**config.mk**
```make
export PLATFORM = sky130hd
export DESIGN_NAME = atd_decoder
export DESIGN_NICKNAME = d
export VERILOG_FILES = /design/src/atd_pkg.sv /design/src/atd_decoder.sv /design/src/atd_sync.sv
export SDC_FILE = /design/constraint.sdc
export NUM_CORES = 1
export LEC_CHECK = 0
export ABC_AREA = 1
export BUFFER_PORTS_ARGS = -buffer_cell sky130_fd_sc_hd__buf_2
export CELL_PAD_IN_SITES_DETAIL_PLACEMENT = 1
export CELL_PAD_IN_SITES_GLOBAL_PLACEMENT = 1
export CORE_MARGIN = 3
export CORE_UTILIZATION = 39
export DETAILED_ROUTE_END_ITERATION = 8
export GPL_TIMING_DRIVEN = 0
export HOLD_SLACK_MARGIN = 0.08
export PLACE_DENSITY = 0.91
export SYNTH_ARGS = -nofsm -noshare
export SYNTH_HDL_FRONTEND = slang
export SYNTH_SLANG_ARGS = --single-unit
```
**constraint.sdc**
```tcl
create_clock -name clk -period 2 [get_ports clk]
set_clock_uncertainty 0.1 [all_clocks]
set_input_delay 0.2 -clock clk [delete_from_list [all_inputs] [get_ports clk]]
set_output_delay 0.2 -clock clk [all_outputs]
set_load 0.005 [all_outputs]
```
**src/atd_pkg.sv**
```systemverilog
// atd_pkg: constants for the task file register decoder
// assumes: included before every design file of the decoder
package atd_pkg;

    // address codes on da[2:0]
    localparam logic [2:0] ADR_DATA     = 3'h0;
    localparam logic [2:0] ADR_ERR_FEAT = 3'h1;
    localparam logic [2:0] ADR_SECCNT   = 3'h2;
    localparam logic [2:0] ADR_SECNUM   = 3'h3;
    localparam logic [2:0] ADR_CYLLO    = 3'h4;
    localparam logic [2:0] ADR_CYLHI    = 3'h5;
    localparam logic [2:0] ADR_DEVHEAD  = 3'h6;
    localparam logic [2:0] ADR_STATCMD  = 3'h7;
    localparam logic [2:0] ADR_MIRROR   = 3'h6;
    localparam logic [2:0] ADR_DEVADDR  = 3'h7;

    // device control fields
    localparam int CTL_SRST_BIT = 2;
    localparam int CTL_NIEN_BIT = 1;

    // device/head fields
    localparam int DH_LBA_BIT = 6;
    localparam int DH_DRV_BIT = 4;

    // status fields, bit 7 down to 0
    localparam int ST_BSY  = 7;
    localparam int ST_DRDY = 6;
    localparam int ST_DF   = 5;
    localparam int ST_DSC  = 4;
    localparam int ST_DRQ  = 3;
    localparam int ST_CORR = 2;
    localparam int ST_IDX  = 1;
    localparam int ST_ERR  = 0;

    // values after reset
    localparam logic [7:0]  RST_BYTE    = 8'h00;
    localparam logic [7:0]  RST_DEVHEAD = 8'hA0;
    localparam logic [7:0]  RST_CTL     = 8'h08;
    localparam logic [15:0] RST_WORD    = 16'h0000;

    // check power mode answer in idle
    localparam logic [7:0] CPM_IDLE_VAL = 8'hFF;

    // strobe edge detect pipeline
    localparam int SYNC_STAGES = 2;

    // software reset hold time
    localparam int  SRST_HOLD_MS = 5;
    localparam int  CLK_HZ       = 125000000;
    localparam int  SRST_HOLD_CYC = (SRST_HOLD_MS * (CLK_HZ / 1000));

endpackage

```
**src/atd_decoder.sv**
```systemverilog
// atd_decoder: task file register decoder of a parallel disk port
// assumes: host pins are asynchronous to clk and pass synchronisers;
// the core drives status, error and command results on its side ports.
// Notes on behaviour
// - float or ignore on unselected or invalid addresses
// - control block: mirror status, device control, address
// - command block maps eight registers by address
// - lba from sector, cylinders and head field
// - host selects then strobes; data routed accordingly
// - mirrored status bit order bsy down to err
// - mirrored status equals current status exactly
// - mirrored status read leaves interrupt pending
// - check power mode in idle returns ffh
// - command write starts execution immediately
// - srst holds device in reset, 5 ms minimum; here srst is a plain level and the hold is left to the host
// - interrupt enabled only with nien low and selected
`timescale 1ns/10ps
`default_nettype none
module atd_decoder #(
    parameter logic DEV_NUM = 1'b0
) (
    // clock and control
    input  wire logic        clk,
    input  wire logic        sys_rst,
    input  wire logic        ce,
    // host pins, active low strobes and selects
    input  wire logic        cs0_n,
    input  wire logic        cs1_n,
    input  wire logic [2:0]  da,
    input  wire logic        dior_n,
    input  wire logic        diow_n,
    input  wire logic [15:0] dd_in,
    output logic      [15:0] dd_out,
    output logic             dd_oe_n,
    output logic             intrq,
    // core side
    input  wire logic [7:0]  core_status,
    input  wire logic [7:0]  core_error,
    input  wire logic        core_irq_set,
    input  wire logic        core_cpm_done,
    input  wire logic        core_idle,
    input  wire logic [15:0] core_rd_data,
    output logic      [7:0]  cmd_code,
    output logic             cmd_start,
    output logic      [7:0]  features,
    output logic      [27:0] lba_addr,
    output logic             lba_mode,
    output logic             dev_srst,
    output logic             data_wr,
    output logic             data_rd,
    output logic      [15:0] data_wr_word
);
    ////////////////////////////////////////////////////////////////////////
    logic cs0_s, cs1_s, rd_s, wr_s;
    logic [2:0] da_s;
    logic rd_d1_q, wr_d1_q;

    atd_sync #(.RST_VAL(1'b1)) u_cs0 (.clk(clk), .sys_rst(sys_rst), .ce(ce), .pin(cs0_n), .sync_q(cs0_s));
    atd_sync #(.RST_VAL(1'b1)) u_cs1 (.clk(clk), .sys_rst(sys_rst), .ce(ce), .pin(cs1_n), .sync_q(cs1_s));
    atd_sync #(.RST_VAL(1'b1)) u_rd  (.clk(clk), .sys_rst(sys_rst), .ce(ce), .pin(dior_n), .sync_q(rd_s));
    atd_sync #(.RST_VAL(1'b1)) u_wr  (.clk(clk), .sys_rst(sys_rst), .ce(ce), .pin(diow_n), .sync_q(wr_s));
    atd_sync #(.RST_VAL(1'b0)) u_da0 (.clk(clk), .sys_rst(sys_rst), .ce(ce), .pin(da[0]), .sync_q(da_s[0]));
    atd_sync #(.RST_VAL(1'b0)) u_da1 (.clk(clk), .sys_rst(sys_rst), .ce(ce), .pin(da[1]), .sync_q(da_s[1]));
    atd_sync #(.RST_VAL(1'b0)) u_da2 (.clk(clk), .sys_rst(sys_rst), .ce(ce), .pin(da[2]), .sync_q(da_s[2]));

    // write data is sampled at the strobe's trailing edge, while the host still holds it stable
    logic [15:0] dd_s1_q, dd_s_q;

    always_ff @(posedge clk) begin
        if (sys_rst) begin
            dd_s1_q <= atd_pkg::RST_WORD;
            dd_s_q  <= atd_pkg::RST_WORD;
            rd_d1_q <= 1'b1;
            wr_d1_q <= 1'b1;
        end else if (ce) begin
            dd_s1_q <= dd_in;
            dd_s_q  <= dd_s1_q;
            rd_d1_q <= rd_s;
            wr_d1_q <= wr_s;
        end
    end

    ////////////////////////////////////////////////////////////////////////
    // block select decode
    logic cmd_sel, ctl_sel, rd_act, rd_fall, wr_rise, data_hit;

    assign cmd_sel = !cs0_s && cs1_s;
    assign ctl_sel = cs0_s && !cs1_s && da_s[2] && da_s[1];
    assign rd_act  = !rd_s && (cmd_sel || ctl_sel);
    assign rd_fall = rd_d1_q && !rd_s;
    // writes commit on the trailing edge, after the data has settled
    assign wr_rise = !wr_d1_q && wr_s;
    // data writes share the soft reset gate of the other command block registers
    assign data_hit = wr_rise && cmd_sel && !dev_srst && (da_s == atd_pkg::ADR_DATA);

    ////////////////////////////////////////////////////////////////////////
    // task file registers
    logic [7:0] seccnt_q, secnum_q, cyllo_q, cylhi_q, devhead_q, ctl_q;

    always_ff @(posedge clk) begin
        if (sys_rst) begin
            features <= atd_pkg::RST_BYTE;
            seccnt_q <= atd_pkg::RST_BYTE;
            secnum_q <= atd_pkg::RST_BYTE;
            cyllo_q <= atd_pkg::RST_BYTE;
            cylhi_q <= atd_pkg::RST_BYTE;
            devhead_q <= atd_pkg::RST_DEVHEAD;
            cmd_code <= atd_pkg::RST_BYTE;
        end else if (ce) begin
            if (core_cpm_done && core_idle) begin
                seccnt_q <= atd_pkg::CPM_IDLE_VAL;
            end
            if (wr_rise && cmd_sel && !dev_srst) begin
                unique case (da_s)
                    atd_pkg::ADR_DATA:     ;
                    atd_pkg::ADR_ERR_FEAT: features <= dd_s_q[7:0];
                    atd_pkg::ADR_SECCNT:   seccnt_q <= dd_s_q[7:0];
                    atd_pkg::ADR_SECNUM:   secnum_q <= dd_s_q[7:0];
                    atd_pkg::ADR_CYLLO:    cyllo_q <= dd_s_q[7:0];
                    atd_pkg::ADR_CYLHI:    cylhi_q <= dd_s_q[7:0];
                    atd_pkg::ADR_DEVHEAD:  devhead_q <= dd_s_q[7:0];
                    atd_pkg::ADR_STATCMD:  cmd_code <= dd_s_q[7:0];
                endcase
            end
        end
    end

    // device control lives outside the soft reset so srst can be released
    // the address register at 111 takes no writes, so only 110 lands here
    always_ff @(posedge clk) begin
        if (sys_rst) begin
            ctl_q <= atd_pkg::RST_CTL;
        end else if (ce && wr_rise && ctl_sel && (da_s == atd_pkg::ADR_MIRROR)) begin
            ctl_q <= dd_s_q[7:0];
        end
    end

    ////////////////////////////////////////////////////////////////////////
    // command start, data port strobes, lba and soft reset
    always_ff @(posedge clk) begin
        if (sys_rst) begin
            cmd_start <= 1'b0;
            data_wr <= 1'b0;
            data_rd <= 1'b0;
            data_wr_word <= atd_pkg::RST_WORD;
            lba_addr <= 28'h0000000;
            lba_mode <= 1'b0;
            dev_srst <= 1'b0;
        end else if (ce) begin
            cmd_start <= wr_rise && cmd_sel && !dev_srst && (da_s == atd_pkg::ADR_STATCMD);
            data_wr <= data_hit;
            data_rd <= rd_fall && cmd_sel && (da_s == atd_pkg::ADR_DATA);
            // the word stays put between writes so the core may take it late
            if (data_hit) begin
                data_wr_word <= dd_s_q;
            end
            lba_addr <= {devhead_q[3:0], cylhi_q, cyllo_q, secnum_q};
            lba_mode <= devhead_q[atd_pkg::DH_LBA_BIT];
            // limitation: the 5 ms hold is the host's duty; here srst is a plain level
            dev_srst <= ctl_q[atd_pkg::CTL_SRST_BIT];
        end
    end

    ////////////////////////////////////////////////////////////////////////
    // interrupt pending and its gated pin
    logic irq_pend_q, dev_selected, stat_rd;

    assign dev_selected = (devhead_q[atd_pkg::DH_DRV_BIT] == DEV_NUM);
    assign stat_rd = rd_fall && cmd_sel && (da_s == atd_pkg::ADR_STATCMD);

    always_ff @(posedge clk) begin
        if (sys_rst) begin
            irq_pend_q <= 1'b0;
            intrq <= 1'b0;
        end else if (ce) begin
            // set wins over a clear in the same cycle; the mirror read never clears
            if (core_irq_set) begin
                irq_pend_q <= 1'b1;
            end else if (stat_rd || dev_srst) begin
                irq_pend_q <= 1'b0;
            end
            intrq <= irq_pend_q && dev_selected && !ctl_q[atd_pkg::CTL_NIEN_BIT];
        end
    end

    ////////////////////////////////////////////////////////////////////////
    // read mux
    logic [7:0] rd_byte, devaddr;
    logic [15:0] rd_word;

    // inverted head and drive selects of whichever device the host addressed last
    assign devaddr = {2'h3, ~devhead_q[3:0], ~devhead_q[atd_pkg::DH_DRV_BIT], devhead_q[atd_pkg::DH_DRV_BIT]};

    always_comb begin
        rd_byte = atd_pkg::RST_BYTE;
        if (ctl_sel) begin
            // mirror byte is status as is, bsy at bit 7 down to err at bit 0
            rd_byte = (da_s == atd_pkg::ADR_MIRROR) ? core_status : devaddr;
        end else begin
            unique case (da_s)
                atd_pkg::ADR_DATA:     rd_byte = atd_pkg::RST_BYTE;
                atd_pkg::ADR_ERR_FEAT: rd_byte = core_error;
                atd_pkg::ADR_SECCNT:   rd_byte = seccnt_q;
                atd_pkg::ADR_SECNUM:   rd_byte = secnum_q;
                atd_pkg::ADR_CYLLO:    rd_byte = cyllo_q;
                atd_pkg::ADR_CYLHI:    rd_byte = cylhi_q;
                atd_pkg::ADR_DEVHEAD:  rd_byte = devhead_q;
                atd_pkg::ADR_STATCMD:  rd_byte = core_status;
            endcase
        end
        rd_word = (cmd_sel && (da_s == atd_pkg::ADR_DATA)) ? core_rd_data : {8'h00, rd_byte};
    end

    always_ff @(posedge clk) begin
        if (sys_rst) begin
            dd_out <= atd_pkg::RST_WORD;
            dd_oe_n <= 1'b1;
        end else if (ce) begin
            dd_out <= rd_word;
            dd_oe_n <= !rd_act;
        end
    end
endmodule
`default_nettype wire

```
**src/atd_sync.sv**
```systemverilog
// atd_sync: two flip-flop synchroniser for one pin
// assumes: clk free running, ce freezes it
`timescale 1ns/10ps
`default_nettype none
module atd_sync #(
    parameter logic RST_VAL = 1'b1
) (
    // clock and control
    input  wire logic clk,
    input  wire logic sys_rst,
    input  wire logic ce,
    // pin and result
    input  wire logic pin,
    output var  logic sync_q
);
    logic meta_q;

    always_ff @(posedge clk) begin
        if (sys_rst) begin
            meta_q <= RST_VAL;
            sync_q <= RST_VAL;
        end else if (ce) begin
            meta_q <= pin;
            sync_q <= meta_q;
        end
    end
endmodule
`default_nettype wire

```
==> results of run 1 <==
[power by group through the flow]
stage / sequential [W] / combinational (W) / clock [W]
after CTS: 0.00367 / 0.000721 / 0.00312
after floorplan: 0.00372 / 0.000370 / 0
after global placement: 0.00374 / 0.000618 / 0
after detailed placement: 0.00375 / 0.000642 / 0
final: 0.00368 / 0.000788 / 0.00311
after global routing: 0.00369 / 0.000857 / 0.00330
[flip-flops by register name, indices dropped and copies added, names as in the netlist, 16 cells and up]
name and count:
dd_out 16, dd_s_q 16, dd_s1_q 16, data_wr_word 16, lba_addr 28
[Yosys cell counts]
cell type  count  area (µm²)
clkinv_1       1        3.75
a21oi_1       44         220
buf_2         10        50.1
buf_1          2        7.51
clkbuf_1      50         188
o21ai_1        1        5.00
nand4_2        1        12.5
nand3_1       24         120
nor2_2         1        6.26
inv_1         40         150
buf_4          1        7.51
nor3_1         5        25.0
inv_2          1        3.75
nor3_4         1        16.3
nor2_1       286        1070
nor2_4         2        22.5
nand2_1      119         447
nand4_1       40         250
o21ai_0      160         801
dfxtp_1      174        3480
nand2_2        1        6.26
[worst min-delay path by stage]
stage / startpoint / end / slack, ps / cells past startpoint
floorplan: cs0_n / u_cs0.meta_q$_SDFFE_PP1P_ / 230 / 2
global placement: cs0_n / u_cs0.meta_q$_SDFFE_PP1P_ / 320 / 3
detailed placement: diow_n / u_wr.meta_q$_SDFFE_PP1P_ / 330 / 3
CTS: core_rd_data[7] / dd_out[7]$_SDFFE_PP0P_ / 160 / 5
global route: core_status[0] / dd_out[0]$_SDFFE_PP0P_ / 220 / 7
finish: core_status[0] / dd_out[0]$_SDFFE_PP0P_ / 170 / 7
[worst max-delay path, cell delays in order, from the launching register on]
cell,delay (ps)
dfxtp_1,410
buf_6,180
clkinvlp_4,140
nor2_2,260
nand2_1,120
nand2_1,110
nor2_1,70
nand2_1,100
nand2_1,80
nand2_1,90
nand2_1,100
a21oi_2,180
[kinds of logic after synthesis]
family          Yosys count  synth area share
compound gates          205             0.149
simple gates            480             0.287
flops                   174             0.505
buf+inv                 105            0.0595
[through the flow]
stage,power [W],setup slack (ps),std cells
floorplan,0.00409,455,964
global placement,0.00436,-144,1330
detailed placement,0.00439,-181,1330
CTS,0.00751,4.89,1404
global route,0.00785,-56.8,1411
finish,0.00758,-15.8,1411
[per-layer routing]
metal | vias up | wire length, µm | track usage
li1 | 3560 | - | -
met1 | 3713 | 11300 | 0.332
met2 | 373 | 13900 | 0.475
met3 | 101 | 2130 | 0.0652
met4 | 0 | 1040 | 0.123
met5 | - | 0 | 0
[area by class of cell]
class / instances / area share
clock buffer: 21 / 0.0501
buffer: 62 / 0.0310
sequential: 174 / 0.388
inverter: 42 / 0.0184
timing repair buffer: 191 / 0.132
tap: 225 / 0.0313
multi-input combinational: 685 / 0.340
clock inverter: 11 / 0.00947
[repair_timing]
item | 4_1_cts | 5_1_grt
buffers inserted | 1 | 8
endpoints found under the hold margin | 42 | 0
pin swaps | 2 | 3
resized for setup | 4 | 46
setup endpoints to repair | 41 | 79
hold buffers | 41 | 0
==> summary.txt, run 1 <==
Critical path
  – Critical path data required time: about 2300 ps
  – Setup crit end: dd_out[7]$_SDFFE_PP0P_
  – Flop-to-flop setup slack: -20 ps
  – Setup crit start: u_da0.sync_q$_SDFFE_PP0P_
  – Setup CP Type: register to register
  – Worst setup SP type: register
  – Critical path capture point type: register
  – RR Endpoint: dd_out[7]$_SDFFE_PP0P_
  – Worst Path Arrival: around 2300 ps
  – Critical R2R Launch: u_da0.sync_q$_SDFFE_PP0P_
  – Crit path max fanout: 10
  – Cells on worst reg2reg path: 11

GRT
  – Initial antenna violation count: 0
  – Gr ovfl total: 0
  – Largest net degree at the start of global routing: 17
  – Global-route wire length before repair: 42800 µm
  – Number of global-route vias before repair: between 7000 and 8000
  – GRT Overall Usage: 0.278

Routing
  – DRC: 0
  – DRT Pass-1 Iters: 5
  – Final WL: 28300 µm
  – DR vias: between 7000 and 8000
  – Initial DRC Count: 614
  – DR vias/cell: 5.49
  – Routed Antenna Nets: 0
  – Wire per inst: 20.1 µm

Yosys
  – Mapped cell area: 6900 µm²
  – Post-synth net total: 1025
  – Number of synthesized register bits: around 170
  – Yosys cell types: 21
  – Syn_area_per_cell: ~7 µm²
  – Post-synthesis sequential area ratio: 0.505
  – Synth warnings: 0
  – Mapped Cells: slightly below 1000

Final layout
  – Storage cell area: between 3000 and 4000 µm²
  – Multi-input gate area: approximately 3100 µm²
  – Final Core Density: 0.520
  – Area added between synthesis and finish: 30.3%
  – Share of layout cells above drive strength 1: 0.187
  – Ant diodes: 0
  – Commonest non-fill, non-tap cell in the layout: nor2_1
  – Cell area after layout: between 8000 and 9000 µm²
  – Fillers: between 2000 and 2500
  – Most frequent cells in the layout: nor2_1 (284), dfxtp_1 (173), o21ai_0 (155)
  – Final #Nets: 1234

STA
  – Relative slew slack: 0.500
  – Setup TNS: -15.8 ps
  – Worst hold margin: roughly 170 ps
  – Final setup fails: 1
  – Period utilization: 1.01
  – Post-route setup slack: -15.8 ps
  – Max Fclk: 0.496 GHz
  – Final Hold Fails: 0
  – Post-route minimum period: 2020 ps
  – Fin. max-slew vios: 0
  – Slew @ Worst Pin: 750 ps

Power
  – Internal power: roughly 0.0055 W
  – Sw Ratio: 0.274
  – Sequential Power Share: 0.486
  – Peak supply drop: a little under 0.7 mV
  – Clk network pwr share: 0.410
  – Comb pwr share: 0.104
  – LEAKAGE: ~4.1 nW
  – Psw: 0.00207 W
  – PwrDens: roughly 840 nW/µm²

Clock tree
  – CTS root buf: clkbuf_16
  – CTS buffer count: 17
  – Worst-skew pair later-pin latency: approximately 440 ps
  – Max clock buf depth: 2
  – CTS tree: built
  – H-tree Lvls: 4
  – Clk sink count: approximately 170
  – Reg clk slew, reported paths: 70 ps

Min path
  – Hold Path Class: input port to register

Status
  – Failing checks: setup timing
  – Status: finished with violations

Floorplan
  – Io pins: roughly 140
  – Placeable Area: about 17000 µm²
  – Initial Utilization: 0.399
  – Die area: ~19000 µm²
  – FP Rows: 48
  – Die Span X: between 100 and 150 µm
  – Chip height: around 140 µm

Flow run
  – Max Cap Viol: 0

Placement
  – DP Area: roughly 7900 µm²
  – Routability Congestion: about 0.9
  – Port Buffers: between 100 and 150
  – HPWL Detailed: ~17000 µm
Power figures use the tool's default switching activity.
==> inputs of run 2 (changes only) <==
Settings changed: ABC_AREA 1 to not set, CORE_UTILIZATION 39 to 41, PLACE_DENSITY 0.91 to 0.9, RECOVER_POWER set to 25.
==> run 2 against run 1 <==
Net effect:
- the run still ends with setup timing left
- count of clock-buffer cells in the layout increased by 1
- maximum frequency shrank 0.83%
- critical endpoint is now cmd_code[1]$_SDFFE_PP0P_
- area after synthesis is 1.7% higher
- non-clock buffer count decreased by 6
- first-iteration DRC count decreased by 22%
- critical path type unchanged
- highest routed layer unchanged
==> summary.txt, run 2 <==
Status
  – Status: finished with violations
  – Failing checks: setup timing

Final layout
  – Area added between synthesis and finish: 30.7%
  – Ant diodes: 0
  – Final #Nets: approximately 1000
  – Storage cell area: 3490 µm²
  – Most frequent cells in the layout: dfxtp_1 (171), mux2i_1 (120), buf_2 (119)
  – Biggest register: lba_addr
  – Commonest non-fill, non-tap cell in the layout: dfxtp_1
  – Share of layout cells above drive strength 1: 0.223
  – Max reg flops: 28
  – Multi-input gate area: 3320 µm²
  – Fillers: around 1900

Critical path
  – Worst path slowest cell: dfxtp_1
  – Critical path data required time: approximately 2200 ps
  – Critical R2R Launch: u_cs1.sync_q$_SDFFE_PP1P_
  – Crit path max fanout: 7
  – RR Endpoint: cmd_code[1]$_SDFFE_PP0P_
  – WP depth: 8
  – Cells on worst reg2reg path: 8
  – Worst setup SP type: register
  – Setup crit end: cmd_code[1]$_SDFFE_PP0P_
  – Crit-path max cell delay: ~420 ps
  – Setup CP Type: register to register
  – Most used cell, CP: buf_6
  – Worst Path Arrival: around 2200 ps
  – Buf+Inv Stages, Crit Path: 3
  – Crit path max-delay family: simple AND/OR/NAND/NOR gates
  – Flop-to-flop setup slack: -30 ps
  – Critical path capture point type: register
  – Critical path cell sequence: nand2b_4 > buf_6 > nor3_4 > buf_6 > nand4_1 > buf_2 > mux2i_1 > nor2_1
  – Setup crit start: u_cs1.sync_q$_SDFFE_PP1P_

Routing
  – Final WL: approximately 26000 µm
  – Initial DRC Count: 480
  – DR vias/cell: approximately 5.6
  – Wire per inst: roughly 22 µm
  – DR vias: approximately 6600
  – DRC: 0
  – Routed Antenna Nets: 0
  – DRT Pass-1 Iters: 5

Yosys
  – Syn_area_per_cell: about 9.4 µm²
  – Synth cell count leaders: dfxtp_1 (174), mux2i_1 (122), nor2_1 (114), nand2_1 (98), a21oi_1 (49)
  – Mapped Cells: 743
  – Asr flop ratio synth: 0
  – Synth warnings: 0
  – Post-synthesis sequential area ratio: 0.497
  – Yosys cell types: 53
  – Number of synthesized register bits: between 150 and 200
  – Synth area leader: dfxtp_1
  – Mapped cell area: 7010 µm²
  – Synth top area share: 0.497
  – Top-count cell post-synth: dfxtp_1
  – Post-synth net total: 804
  – Top cells by area, synth: dfxtp_1 (50%), mux2i_1 (17%), nor2_1 (6.1%)
  – Top_reg_cell synth: dfxtp_1
  – Post-synth EDFFs: 0

STA
  – RSZ-0062 raised after global routing: true
  – Post-route minimum period: a little over 2000 ps
  – Post-route setup slack: -32.6 ps
  – Final setup fails: 2
  – Final Hold Fails: 0
  – Slew @ Worst Pin: roughly 750 ps
  – Fin. max-slew vios: 0
  – Period utilization: 1.02
  – Max Fclk: 0.492 GHz
  – Relative slew slack: 0.502

Clock tree
  – CTS root buf: clkbuf_16
  – CTS tree: built
  – Reg clk slew, reported paths: around 70 ps
  – H-tree Lvls: 4
  – CTS buffer count: 17
  – Clk sink count: about 170
  – Worst-skew pair later-pin latency: around 440 ps
  – Max clock buf depth: 2

Placement
  – Pre-CTS setup slack: -178 ps
  – HPWL Detailed: about 17000 µm
  – Routability Congestion: between 0.9 and 1
  – Port Buffers: about 140

Floorplan
  – FP Rows: 47
  – Die Span X: about 140 µm
  – Placeable Area: roughly 17000 µm²
  – Initial Utilization: 0.421
  – Chip height: ~140 µm
  – Io pins: ~140
  – Die area: between 15000 and 20000 µm²

GRT
  – Gr ovfl total: 0
  – Initial antenna violation count: 0
  – Global-route wire length before repair: roughly 38000 µm
  – Largest net degree at the start of global routing: 17
  – Number of global-route vias before repair: 6857
  – GRT Overall Usage: 0.271

Power
  – LEAKAGE: just under 4 nW
  – Total power: ~0.0079 W
  – Peak supply drop: slightly above 0.6 mV
  – PwrDens: 861 nW/µm²

Min path
  – Hold wc startpoint: core_error[7]
  – Hold Path Class: input port to register

Flow run
  – Max Cap Viol: 0
run 2: cell count changes after synthesis, moves of 6 or more:
cell      before  now
a211oi_1       0   13
buf_1          2    8
buf_2         10   30
clkbuf_1      50   17
inv_1         40    3
mux2i_1        0  122
nand2_1      119   98
nand4_1       40    1
nor2_1       286  114
o21ai_0      160   11
o221a_2        0    8
run 2: how the worst min path moves through the flow:
| stage | slack (ps) | endpoint | cells after the start |
|---|---|---|---|
| after global placement | 320 | u_wr.meta_q$_SDFFE_PP1P_ | 3 |
| after global routing | 120 | dd_out[7]$_SDFFE_PP0P_ | 4 |
| after detailed placement | 320 | u_cs0.meta_q$_SDFFE_PP1P_ | 3 |
| after floorplan | 230 | u_cs0.meta_q$_SDFFE_PP1P_ | 2 |
| final | 100 | dd_out[7]$_SDFFE_PP0P_ | 4 |
| after CTS | 90 | dd_out[7]$_SDFFE_PP0P_ | 4 |
run 2: power breakdown:
part | internal, W | switching (W)
clock network | 0.00232 | 0.00143
logic | 0.000235 | 0.000341
registers | 0.00353 | 0.0000393
total | 0.00608 | 0.00181
run 2: per-stage QoR:
stage	utilization	setup TNS, ps	instance area (µm²)	hold slack [ps]	cells
after global placement	0.480	-284	7990	318	1104
final	0.551	-41.2	9170	102	1181
after floorplan	-	0	7010	228	743
after detailed placement	0.480	-1630	7990	325	1104
after CTS	0.545	-6.13	9070	88.3	1175
after global routing	0.551	-248	9170	117	1181
run 2: layout make-up:
type                            instances  area share
Sequential cell                       174       0.381
Multi-Input combinational cell        505       0.362
Timing Repair Buffer                  187       0.119
Clock buffer                           22      0.0517
Buffer                                 60      0.0355
Tap cell                              220      0.0300
Clock inverter                         10      0.0201
Inverter                                3     0.00123
run 2: worst min-delay path, cell delays in order:
cell     delay [ps]
buf_2           100
nand3_1          60
and3_1          140
o41ai_1          80
run 2: what timing repair did:
item / 4_1_cts / 5_1_grt
setup endpoints to repair: 25 / 65
setup buffers: 3 / 6
resized for setup: 9 / 31
endpoints found under the hold margin: 36 / 0
pin swaps: 3 / 2
cloned: 0 / 1
hold buffers: 36 / 0
run 2: cell families after synthesis:
logic type / Yosys count / share of synthesized area
multiplexers: 127 / 0.185
buffers and inverters: 64 / 0.0439
AND/OR/NAND/NOR: 270 / 0.171
AO/OA/AOI/OAI: 108 / 0.103
flip-flops: 174 / 0.497
run 2: metal layers:
metal / GRT usage / wire [µm]
met2: 0.464 / 12800
met4: 0.0876 / 699
met3: 0.0739 / 1970
met1: 0.332 / 10600
met5: 0 / 0
==> inputs of run 3 (changes only) <==
Settings changed: CORE_UTILIZATION 41 to 30, PLACE_DENSITY 0.9 to 0.72.
Clock period 2 ns to 2.1 ns, I/O delays scaled along.
==> run 3 against run 2 <==
Net effect:
- the flow now finishes without violations
- cell area fell by 1.5%
- largest cell class unchanged
- maximum frequency rose by 0.12%
- worst setup slack improved by 100 ps
- global-route usage fell by 7.9 points
- first-iteration DRC count fell by 31%
==> summary.txt, run 3 (synthesized netlist as in run 2, its figures left out) <==
Critical path
  – Setup crit start: u_da0.sync_q$_SDFFE_PP0P_
  – Crit path max-delay family: compound AO/OA/AOI/OAI gates
  – Critical path data required time: around 2400 ps
  – Setup CP Type: register to register
  – Crit path max fanout: 10
  – Crit-path max cell delay: ~420 ps
  – Most used cell, CP: a21oi_1
  – Critical path cell sequence: buf_6 > buf_2 > a21oi_1 > a211oi_1 > a21oi_1 > o2111ai_1 > o211a_1
  – Worst Path Arrival: approximately 2300 ps
  – Critical path capture point type: register
  – Buf+Inv Stages, Crit Path: 2
  – Critical R2R Launch: u_da0.sync_q$_SDFFE_PP0P_
  – Worst setup SP type: register
  – Worst path slowest cell: dfxtp_4

GRT
  – GRT Overall Usage: 0.192
  – Gr ovfl total: 0
  – Initial antenna violation count: 1
  – Global-route wire length before repair: 37800 µm
  – Largest net degree at the start of global routing: 17
  – Number of global-route vias before repair: roughly 6400

Final layout
  – Share of layout cells above drive strength 1: 0.202
  – Final #Nets: between 1000 and 1500
  – Most frequent cells in the layout: dfxtp_1 (173), buf_2 (122), mux2i_1 (122)
  – Multi-input gate area: 3240 µm²
  – Biggest register: lba_addr
  – Ant diodes: 0
  – Fillers: between 2000 and 3000
  – Fin cells: 1268
  – Storage cell area: 3490 µm²
  – Commonest non-fill, non-tap cell in the layout: dfxtp_1
  – Area added between synthesis and finish: 28.8%
  – Max reg flops: 28

Routing
  – DR vias/cell: 4.87
  – Initial DRC Count: around 330
  – DR vias: 6175
  – DRT Pass-1 Iters: 5
  – Final WL: between 20000 and 25000 µm
  – Routed Antenna Nets: 0
  – Wire per inst: around 19 µm
  – DRC: 0

Placement
  – Pre-CTS setup slack: -61.0 ps
  – Routability Congestion: slightly below 0.9
  – Port Buffers: roughly 140
  – HPWL Detailed: approximately 18000 µm
  – Number of cells after detailed placement: around 1200

Floorplan
  – FP Rows: 55
  – Die Span X: 159 µm
  – Io pins: 144
  – Die area: between 20000 and 30000 µm²
  – Chip height: 159 µm
  – Initial Utilization: 0.308
  – Placeable Area: 22800 µm²

Clock tree
  – Max clock buf depth: 2
  – Reg clk slew, reported paths: ~70 ps
  – CTS tree: built
  – H-tree Lvls: 4
  – CTS buffer count: 17
  – Worst-skew pair later-pin latency: between 400 and 500 ps
  – Clk sink count: approximately 170
  – CTS root buf: clkbuf_16

STA
  – Fin. max-slew vios: 0
  – Final Hold Fails: 0
  – Slew @ Worst Pin: 772 ps
  – Worst hold margin: approximately 93 ps
  – Max Fclk: slightly below 0.5 GHz
  – Setup TNS: 0 ps
  – Final setup fails: 0
  – Relative slew slack: 0.485
  – Post-route setup slack: 69.8 ps
  – Post-route minimum period: 2030 ps
  – Period utilization: 0.967

Power
  – Peak supply drop: between 0.6 and 0.7 mV
  – PwrDens: around 780 nW/µm²
  – Total power: slightly above 0.007 W
  – LEAKAGE: 3.78 nW

Min path
  – Hold Path Class: input port to register
  – Hold wc startpoint: core_rd_data[0]

Flow run
  – Max Cap Viol: 0

Status
  – Status: completed
==> run 3: cell count changes in the layout (fill, tap and decap cells not counted), moves of 3 or more <==
cell	change
buf_6	-5
buf_2	+3
clkbuf_4	-7
clkbuf_1	+6
bufinv_16	-4
==> run 3: final cells by class <==
| type | instances | share of cell area |
|---|---|---|
| sequential | 174 | 0.386 |
| multi-input combinational | 505 | 0.359 |
| timing repair buffer | 180 | 0.113 |
| clock buffer | 24 | 0.0555 |
| tap | 313 | 0.0434 |
| buffer | 61 | 0.0327 |
| clock inverter | 8 | 0.00886 |
| inverter | 3 | 0.00125 |
==> run 3: worst min-delay path: stages <==
cell and delay [ps]:
buf_2 90, a221oi_2 60, a211oi_1 210
==> run 3: path summary, 6_finish.rpt <==
| path | endpoint | slack [ps] | cells past startpoint |
|---|---|---|---|
| worst max register to register | dd_out[6]$_SDFFE_PP0P_ | 70 | 7 |
| worst max-delay path | dd_out[6]$_SDFFE_PP0P_ | 70 | 7 |
| worst min register to register | data_wr_word[2]$_SDFFE_PP0P_ | 360 | 2 |
| worst min-delay path | dd_out[0]$_SDFFE_PP0P_ | 90 | 3 |
==> run 3: report_power, final <==
part	total [W]	switching (W)	internal [W]	leakage (nW)
Clock	0.00314	0.00135	0.00179	0.279
Combinational	0.000524	0.000307	0.000217	2.09
Sequential	0.00339	0.0000348	0.00336	1.41
==> run 3: timing repair <==
action,in CTS,in global routing
pin swaps,0,3
resized for setup,1,7
hold endpoints to repair,34,0
gates cloned,0,0
setup endpoints to repair,2,27
hold buffers,34,0
setup buffers,0,5
==> run 3: routing by layer <==
metal  wire [µm]  GRT usage  vias up
li1            -          -     2957
met1       11200      0.253     2986
met2       11400      0.314      204
met3        1640     0.0519       26
met4         322     0.0505        2
met5           9          0        -
==> run 3: per-stage QoR <==
stage                      util  instance area [µm²]
after global placement    0.356                 8110
after detailed placement  0.356                 8110
final                     0.397                 9030
after CTS                 0.397                 9030
after floorplan               -                 7010
after global routing      0.397                 9030
